--- src/design/hall_motor_commutator_consts.vh ---
// constants for the hall commutator: register offsets, field codes, defaults
// assumes inclusion by bare name from the design directory
`ifndef HALL_MOTOR_COMMUTATOR_CONSTS_VH
`define HALL_MOTOR_COMMUTATOR_CONSTS_VH

// ****************************************************************
// register byte offsets
// ****************************************************************
`define OFS_CTRL      12'h000
`define OFS_STATUS    12'h004
`define OFS_POLES     12'h008
`define OFS_AMPL      12'h00C
`define OFS_HOME_SEL  12'h010
`define OFS_SEQ_BASE  12'h020
`define OFS_SEQ_LAST  12'h03C

// ****************************************************************
// control fields
// ****************************************************************
`define CTRL_SINE     0
`define CTRL_PH60     1
`define CTRL_ENC_MNT  2
`define CTRL_ENABLE   3

// ****************************************************************
// phase command codes, 2 bits per phase
// ****************************************************************
`define PH_OFF        2'h0
`define PH_HIGH       2'h1
`define PH_LOW        2'h2

// six-bit table entry {c,b,a}
`define E_AH_CL       6'h21
`define E_BH_CL       6'h24
`define E_BH_AL       6'h06
`define E_CH_AL       6'h12
`define E_CH_BL       6'h18
`define E_AH_BL       6'h09
`define E_NONE        6'h00

// hall codes with no valid entry for each phasing
`define INV60_A       3'h5
`define INV60_B       3'h2
`define INV120_A      3'h7
`define INV120_B      3'h0

`define CTRL_RST      4'h0
`define POLES_RST     8'h04
`define AMPL_RST      16'h4000
`define HOME_RST      2'h0

`define ENC_BITS      16
`define ANG_BITS      10
`define ANG_THIRD     10'h155
`define ANG_2THIRD    10'h2AB

`endif

--- src/design/hall_motor_commutator.v ---
// hall/encoder commutation with an apb register file
// assumes synchronous encoder and homing inputs on pclk; hall is synchronised here
`timescale 1ns/1ps
`include "hall_motor_commutator_consts.vh"

module hall_motor_commutator (
  input  wire        pclk,        // system clock
  input  wire        presetn,     // async reset, low active
  input  wire        psel,        // apb select
  input  wire        penable,     // apb enable
  input  wire        pwrite,      // apb direction
  input  wire [11:0] paddr,       // apb byte address
  input  wire [31:0] pwdata,      // apb write data
  output reg  [31:0] prdata,      // apb read data
  output reg         pready,      // apb ready
  output reg         pslverr,     // apb error
  input  wire [2:0]  hall_in,     // {h1,h2,h3}
  input  wire [15:0] enc_pos,     // mechanical position, full turn = 2^16
  input  wire        limit_sw,    // limit switch
  input  wire        home_sw,     // home switch
  input  wire        enc_index,   // encoder index pulse
  output reg  [1:0]  phase_a_ff,  // phase a command off/high/low
  output reg  [1:0]  phase_b_ff,  // phase b command
  output reg  [1:0]  phase_c_ff,  // phase c command
  output reg  [15:0] sin_a_ff,    // signed phase a current command
  output reg  [15:0] sin_b_ff,    // signed phase b current command
  output reg  [15:0] sin_c_ff,    // signed phase c current command
  output reg         home_ref_ff  // selected homing reference
);

  // ****************************************************************
  // registers
  // ****************************************************************
  reg [3:0]  ctrl_ff;
  reg [7:0]  poles_ff;
  reg [15:0] ampl_ff;
  reg [1:0]  home_sel_ff;
  reg [5:0]  seq_ff [0:7];
  reg [2:0]  hall_s1_ff;
  reg [2:0]  hall_s2_ff;
  reg [2:0]  hall_ff;

  wire       wr_en  = psel & penable & pwrite & pready;
  wire       acc    = psel & ~penable;
  wire       in_seq = (paddr >= `OFS_SEQ_BASE) && (paddr <= `OFS_SEQ_LAST);
  wire [2:0] seq_ix = paddr[4:2];
  // sine only honoured when encoder is motor mounted
  wire       sine_on = ctrl_ff[`CTRL_SINE] & ctrl_ff[`CTRL_ENC_MNT];

  // ****************************************************************
  // default table: index is hall code, 60 and 120 share one array
  // ****************************************************************
  function [5:0] dflt;
    input       ph60;
    input [2:0] code;
    begin
      case (code)
        3'b100: dflt = `E_AH_CL;
        3'b110: dflt = `E_BH_CL;
        3'b011: dflt = `E_CH_AL;
        3'b001: dflt = `E_CH_BL;
        3'b010: dflt = ph60 ? `E_NONE : `E_BH_AL;
        3'b101: dflt = ph60 ? `E_NONE : `E_AH_BL;
        3'b111: dflt = ph60 ? `E_BH_AL : `E_NONE;
        3'b000: dflt = ph60 ? `E_AH_BL : `E_NONE;
        default: dflt = `E_NONE;
      endcase
    end
  endfunction

  // ****************************************************************
  // apb slave, zero wait states
  // ****************************************************************
  always @(posedge pclk or negedge presetn) begin
    if (!presetn) begin
      pready  <= 1'b0;
      pslverr <= 1'b0;
      prdata  <= 32'h0000_0000;
    end else begin
      pready  <= acc;
      pslverr <= 1'b0;
      if (acc) begin
        prdata <= 32'h0000_0000;
        if (in_seq)
          prdata <= {26'h000_0000, seq_ff[seq_ix]};
        else begin
          case (paddr)
            `OFS_CTRL:     prdata <= {28'h000_0000, ctrl_ff};
            `OFS_STATUS:   prdata <= {21'h0_0000, home_ref_ff, phase_c_ff,
                                      phase_b_ff, phase_a_ff, hall_ff,
                                      sine_on};
            `OFS_POLES:    prdata <= {24'h00_0000, poles_ff};
            `OFS_AMPL:     prdata <= {16'h0000, ampl_ff};
            `OFS_HOME_SEL: prdata <= {30'h0000_0000, home_sel_ff};
            default:       pslverr <= 1'b1;
          endcase
        end
      end
    end
  end

  // switching phasing reloads defaults, keeping table consistent
  genvar gi;
  generate
    for (gi = 0; gi < 8; gi = gi + 1) begin : g_seq
      localparam [2:0] entry_ix = gi;
      always @(posedge pclk or negedge presetn) begin
        if (!presetn)
          seq_ff[gi] <= dflt(1'b0, entry_ix);
        else if (wr_en && in_seq && seq_ix == entry_ix)
          seq_ff[gi] <= pwdata[5:0];
        else if (wr_en && paddr == `OFS_CTRL &&
                 pwdata[`CTRL_PH60] != ctrl_ff[`CTRL_PH60])
          seq_ff[gi] <= dflt(pwdata[`CTRL_PH60], entry_ix);
      end
    end
  endgenerate

  always @(posedge pclk or negedge presetn) begin
    if (!presetn) begin
      ctrl_ff     <= `CTRL_RST;
      poles_ff    <= `POLES_RST;
      ampl_ff     <= `AMPL_RST;
      home_sel_ff <= `HOME_RST;
    end else if (wr_en) begin
      case (paddr)
        `OFS_CTRL:     ctrl_ff     <= pwdata[3:0];
        `OFS_POLES:    poles_ff    <= pwdata[7:0];
        `OFS_AMPL:     ampl_ff     <= pwdata[15:0];
        `OFS_HOME_SEL: home_sel_ff <= pwdata[1:0];
        default:       ctrl_ff     <= ctrl_ff;
      endcase
    end
  end

  // ****************************************************************
  // hall synchroniser and trapezoid output
  // ****************************************************************
  wire [5:0] entry = seq_ff[hall_ff];
  // table entries are user data, so invalid codes are gated here too
  wire       bad_code = ctrl_ff[`CTRL_PH60] ?
                        (hall_ff == `INV60_A || hall_ff == `INV60_B) :
                        (hall_ff == `INV120_A || hall_ff == `INV120_B);
  always @(posedge pclk or negedge presetn) begin
    if (!presetn) begin
      hall_s1_ff <= 3'h0;
      hall_s2_ff <= 3'h0;
      hall_ff    <= 3'h0;
      phase_a_ff <= `PH_OFF;
      phase_b_ff <= `PH_OFF;
      phase_c_ff <= `PH_OFF;
    end else begin
      hall_s1_ff <= hall_in;
      hall_s2_ff <= hall_s1_ff;
      hall_ff    <= hall_s2_ff;
      if (!ctrl_ff[`CTRL_ENABLE] || sine_on || bad_code) begin
        phase_a_ff <= `PH_OFF;
        phase_b_ff <= `PH_OFF;
        phase_c_ff <= `PH_OFF;
      end else begin
        phase_a_ff <= entry[1:0];
        phase_b_ff <= entry[3:2];
        phase_c_ff <= entry[5:4];
      end
    end
  end

  // ****************************************************************
  // sine mode: angle = pos * poles/2, parabolic half-wave sine approximation
  // ****************************************************************
  wire [23:0] eprod = enc_pos * poles_ff[7:1];
  wire [9:0]  ang_a = eprod[15:6];
  wire [9:0]  ang_b = ang_a - `ANG_THIRD;
  wire [9:0]  ang_c = ang_a - `ANG_2THIRD;

  // parabolic sine, cheap; the trade is a few percent harmonic error
  function signed [15:0] psin;
    input [9:0]  ang;
    input [15:0] amp;
    reg   [8:0]  x;
    reg   [17:0] p;
    reg   [31:0] m;
    begin
      x = ang[8:0];
      p = {9'h000, x} * {9'h000, 9'h1FF - x};
      m = {14'h0000, p} * {16'h0000, amp};
      psin = ang[9] ? -$signed({1'b0, m[30:16]}) : $signed({1'b0, m[30:16]});
    end
  endfunction

  wire signed [15:0] va = psin(ang_a, ampl_ff);
  wire signed [15:0] vb = psin(ang_b, ampl_ff);
  always @(posedge pclk or negedge presetn) begin
    if (!presetn) begin
      sin_a_ff <= 16'h0000;
      sin_b_ff <= 16'h0000;
      sin_c_ff <= 16'h0000;
    end else if (sine_on && ctrl_ff[`CTRL_ENABLE]) begin
      sin_a_ff <= va;
      sin_b_ff <= vb;
      sin_c_ff <= -va - vb;
    end else begin
      sin_a_ff <= 16'h0000;
      sin_b_ff <= 16'h0000;
      sin_c_ff <= 16'h0000;
    end
  end

  // ****************************************************************
  // homing reference select
  // ****************************************************************
  always @(posedge pclk or negedge presetn) begin
    if (!presetn)
      home_ref_ff <= 1'b0;
    else begin
      case (home_sel_ff)
        2'h0:    home_ref_ff <= limit_sw;
        2'h1:    home_ref_ff <= home_sw;
        2'h2:    home_ref_ff <= enc_index;
        default: home_ref_ff <= 1'b0;
      endcase
    end
  end

endmodule

--- config.mk ---
export PLATFORM = sky130hd
export DESIGN_NAME = hall_motor_commutator
export DESIGN_NICKNAME = d
export VERILOG_FILES = /design/src/design/hall_motor_commutator.v
export VERILOG_INCLUDE_DIRS = /design/src /design/src/design
export SDC_FILE = /design/constraint.sdc
export NUM_CORES = 2
export LEC_CHECK = 0
export BUFFER_PORTS_ARGS = -buffer_cell sky130_fd_sc_hd__buf_2
export CAP_MARGIN = 15
export CORE_ASPECT_RATIO = 1.2
export CORE_UTILIZATION = 65
export CTS_CLUSTER_DIAMETER = 40
export CTS_CLUSTER_SIZE = 24
export DETAILED_ROUTE_END_ITERATION = 10
export PLACE_DENSITY = 0.86
export SYNTH_ARGS = -nofsm -noshare
export SYNTH_HDL_FRONTEND = slang
export SYNTH_SLANG_ARGS = --single-unit
--- constraint.sdc ---
create_clock -name pclk -period 31.5 [get_ports pclk]
set_input_delay 1.575 -clock pclk [delete_from_list [all_inputs] [get_ports pclk]]
set_output_delay 1.575 -clock pclk [all_outputs]
set_load 0.01 [all_outputs]
==> results summary <==
The area of combinational cells with multiple inputs is 25100 µm². The initial antenna violation count was 1. Registers take 4020 µm². The via-per-instance ratio is about 6. The fraction of final layout cells sized beyond drive strength 1 is 0.0836. The beginning of the critical path is enc_pos[5].

The number of flip-flops and latches in the synthesized netlist came out at 160. The initial core utilization is 0.659. After detailed routing, the number of remaining DRC violations is 0. The total die area came out at around 51000 µm². TritonCTS built the clock tree. The instance area after placement is 33700 µm². CTS placed an instance of clkbuf_16 at the clock tree root.

The launch instance of the worst register-to-register path is poles_ff[3]. The pin count of the biggest net entering global routing came out at 95. The headroom to the max-slew limit came out at 0.248. The maximum resistive drop on vdd came out at between 0.00006 and 0.00007 V.

The count of unique library cells instantiated by Yosys came out at 84. The sum of overflow across all layers after global routing is 0. The portion of the post-synthesis area used by sequential elements came out at 0.124. The post-synthesis async set-or-reset flop share is 1.00. The total area inside the core boundary comes to approximately 50000 µm².

The H-tree was split into 4 levels. With fillers left out, the area of the finished cells amounts to 34300 µm². The routability-driven placement congestion ratio came out at between 0.9 and 1. The data arrival time of the critical path is 21460 ps. The placed wire-length estimate after detailed placement is just over 60000 µm.

The count of mapped cells out of synthesis came out at 3691. The cell area that synthesis handed to floorplanning was 32500 µm². The endpoint identified for the worst register-to-register timing path is sin_c_ff[15]. The number of global-route vias before repair is between 20000 and 30000. The final-layout fill cell count is about 3500.

The x dimension of the die is between 200 and 250 µm. Setup repair after global routing left no endpoint under its margin. The number of hold buffers added after CTS was 0. On the worst path, the slowest cell contributes a delay of between 800 and 900 ps. In this run the tool buffered the top-level ports with 127 buffer cells. The post-CTS resize count is 0. Hold is met by between 300 and 400 ps. The maximum fanout count along the critical path is 16. The clock insertion delay at the later pin of the skew report came out at 450 ps. The first routing iteration left roughly 1900 violations.

The most used flip-flop cell after synthesis is dfrtp_1. The worst register-to-register path has a depth of between 70 and 80. Data on the critical path is required at its endpoint by 31790 ps. The clock-pin transition on the worst setup and hold timing paths came out at around 70 ps. At the pin with the least slew margin, the transition time is around 1100 ps. The category of the critical setup timing path is primary input to flop. The total power divided by cell area is between 10 and 15 nW/µm². The site row count came out at 89. Summed over all layers, the routed wires come to slightly above 80000 µm. The number of nets in the layout is approximately 4700. By instance count, the cell type seen most on the critical path is fa_1. The count of endpoints failing hold in the final timing report is 0. The sum of negative setup slack is 0 ps.

For this run, the total global-route usage over all layers was measured as 0.338. In this run the static leakage power is ~18 nW. The first-pass GRT wire length came out at 135000 µm.

The worst setup path is launched from a primary input. The met3 wire length came out at ~7000 µm. The final cycle utilization of the critical path is 0.672. Once the clock tree was built, the setup fixing pass inserted 0 buffers. The worst setup path is captured at a flop.

From bottom edge to top edge, the die measures between 200 and 250 µm. The number of clock sinks seen by CTS is 160. The overall power of the completed layout came out at roughly 0.47 mW. The buffer depth of the longest clock path is 2.

The post-synthesis to final-layout area growth is 5.63%. The highest clock rate came out at roughly 47 MHz. The detailed router put a total of between 20000 and 30000 µm of wire on met1. The sum of met2 wire segment lengths after detailed routing is slightly above 40000 µm. The routed wire length per instance is about 19 µm. Among all stages on the critical path, the largest delay is contributed by xnor2_2. Before antenna repair, the detailed router went through 7 iterations. The repair_antennas step left the layout with diodes totalling 0.

The critical path ends at sin_c_ff[15]. The setup skew after layout came out at 12.0 ps. In the layout the commonest cells are inv_1, nand2_1, fa_1, ha_1, and2_1.

The count of final max-slew check failures is 0. Routed signal wires occupy layers up through met5. For the finished layout, the period the worst path requires is 21170 ps. In this run the worst hold path is classified as flop to flop.

The average cell area after synthesis is 8.79 µm². The most common library cell in the layout ignoring fill and taps is inv_1. The count of final setup violators is 0.

The tool flagged a number of max-cap violations equal to 0. The number of synthesized flops with an enable pin is 0. The residual antenna-violating net count after detailed routing is 0. The number of clock buffers inserted by TritonCTS came out at 17. The routed layout has ~26000 vias. Yosys printed 0 warnings.

The run finished with clean final reports. The internal reg-to-reg setup slack is 10910 ps. The I/O pin total came out at 160.
[critical path: cells and delay by family]
kind	cells	cell delay (ps)
AO/OA/AOI/OAI	17	4410
AND/OR/NAND/NOR	14	2800
adder cells (fa/ha/maj)	20	9070
XOR/XNOR	7	2110
buffers and inverters	16	1450
[area by class of cell]
type	instances	area share
well taps	637	0.0233
inverters	729	0.0798
clock inverters	14	0.00456
repair buffers	184	0.0311
multi-input cells	2640	0.731
flip-flops and latches	160	0.117
clock buffers	18	0.0125
[power breakdown]
group          switching, mW  leakage, nW  internal, mW
Combinational         0.0378         15.1        0.0173
Clock                 0.0914        0.285         0.118
Sequential           0.00247         2.14         0.207
Total                  0.132         17.5         0.343
[state kept, by name, indices dropped and copies added, names as in the netlist]
register	flops
pslverr	1
poles_ff	8
hall_s2_ff	3
sin_c_ff	16
phase_c_ff	2
phase_a_ff	2
hall_s1_ff	3
seq_ff	48
ampl_ff	16
sin_a_ff	16
phase_b_ff	2
pready	1
sin_b_ff	16
prdata	16
hall_ff	3
ctrl_ff	4
home_sel_ff	2
home_ref_ff	1
[logic make-up after synthesis]
| kind of cell | share of synthesized area |
|---|---|
| simple gates | 0.177 |
| buf+inv | 0.107 |
| fa+ha+maj | 0.463 |
| compound gates | 0.0625 |
| flops | 0.124 |
| xor+xnor | 0.0352 |
| mux | 0.0319 |
| other cells | 0.000231 |
[worst min path at each step]
stage	cells past startpoint	slack (ps)	startpoint	end
after floorplan	0	330	hall_s2_ff[0]	hall_ff[0]
after global placement	0	330	hall_s1_ff[0]	hall_s2_ff[0]
after detailed placement	0	330	hall_s2_ff[1]	hall_ff[1]
after CTS	0	350	hall_s1_ff[2]	hall_s2_ff[2]
after global routing	0	360	hall_s1_ff[2]	hall_s2_ff[2]
final	0	340	hall_s1_ff[2]	hall_s2_ff[2]
[through the flow]
step,utilization,setup WS (ps),instances
2_1_floorplan,-,12700,3706
3_3_place_gp,0.684,10690,4349
3_5_place_dp,0.684,10430,4349
4_1_cts,0.696,10630,4381
5_1_grt,0.696,9290,4382
6_report,0.696,10330,4382
[layer usage]
layer | vias up | GRT usage
met3 | 310 | 0.0561
met2 | 1297 | 0.580
li1 | 11400 | -
met5 | - | 0
met4 | 2 | 0.176
met1 | 12900 | 0.409
[cell usage after synthesis, types with 8 or more instances]
cell | n | area, µm²
nor2b_1 | 29 | 181
mux2_2 | 31 | 349
clkbuf_1 | 152 | 571
a21o_1 | 22 | 165
nand3_1 | 50 | 250
dfstp_2 | 14 | 368
buf_4 | 16 | 120
o21a_1 | 11 | 82.6
nand4_1 | 10 | 62.6
o21bai_1 | 15 | 113
mux4_2 | 24 | 541
xor2_1 | 32 | 280
dfrtp_1 | 146 | 3650
a21oi_1 | 95 | 475
a31oi_1 | 15 | 93.8
ha_1 | 330 | 4130
fa_1 | 543 | 10900
inv_1 | 720 | 2700
a22oi_1 | 8 | 60.1
nor2_1 | 223 | 837
nand2b_1 | 25 | 156
nand2_1 | 571 | 2140
nor3_1 | 32 | 160
o21ai_0 | 67 | 335
and2_1 | 241 | 1510
a211oi_1 | 18 | 135
xnor2_1 | 94 | 823
nor3b_1 | 8 | 60.1
mux2i_1 | 13 | 130
Note: power is estimated with default switching activity, not from simulation.
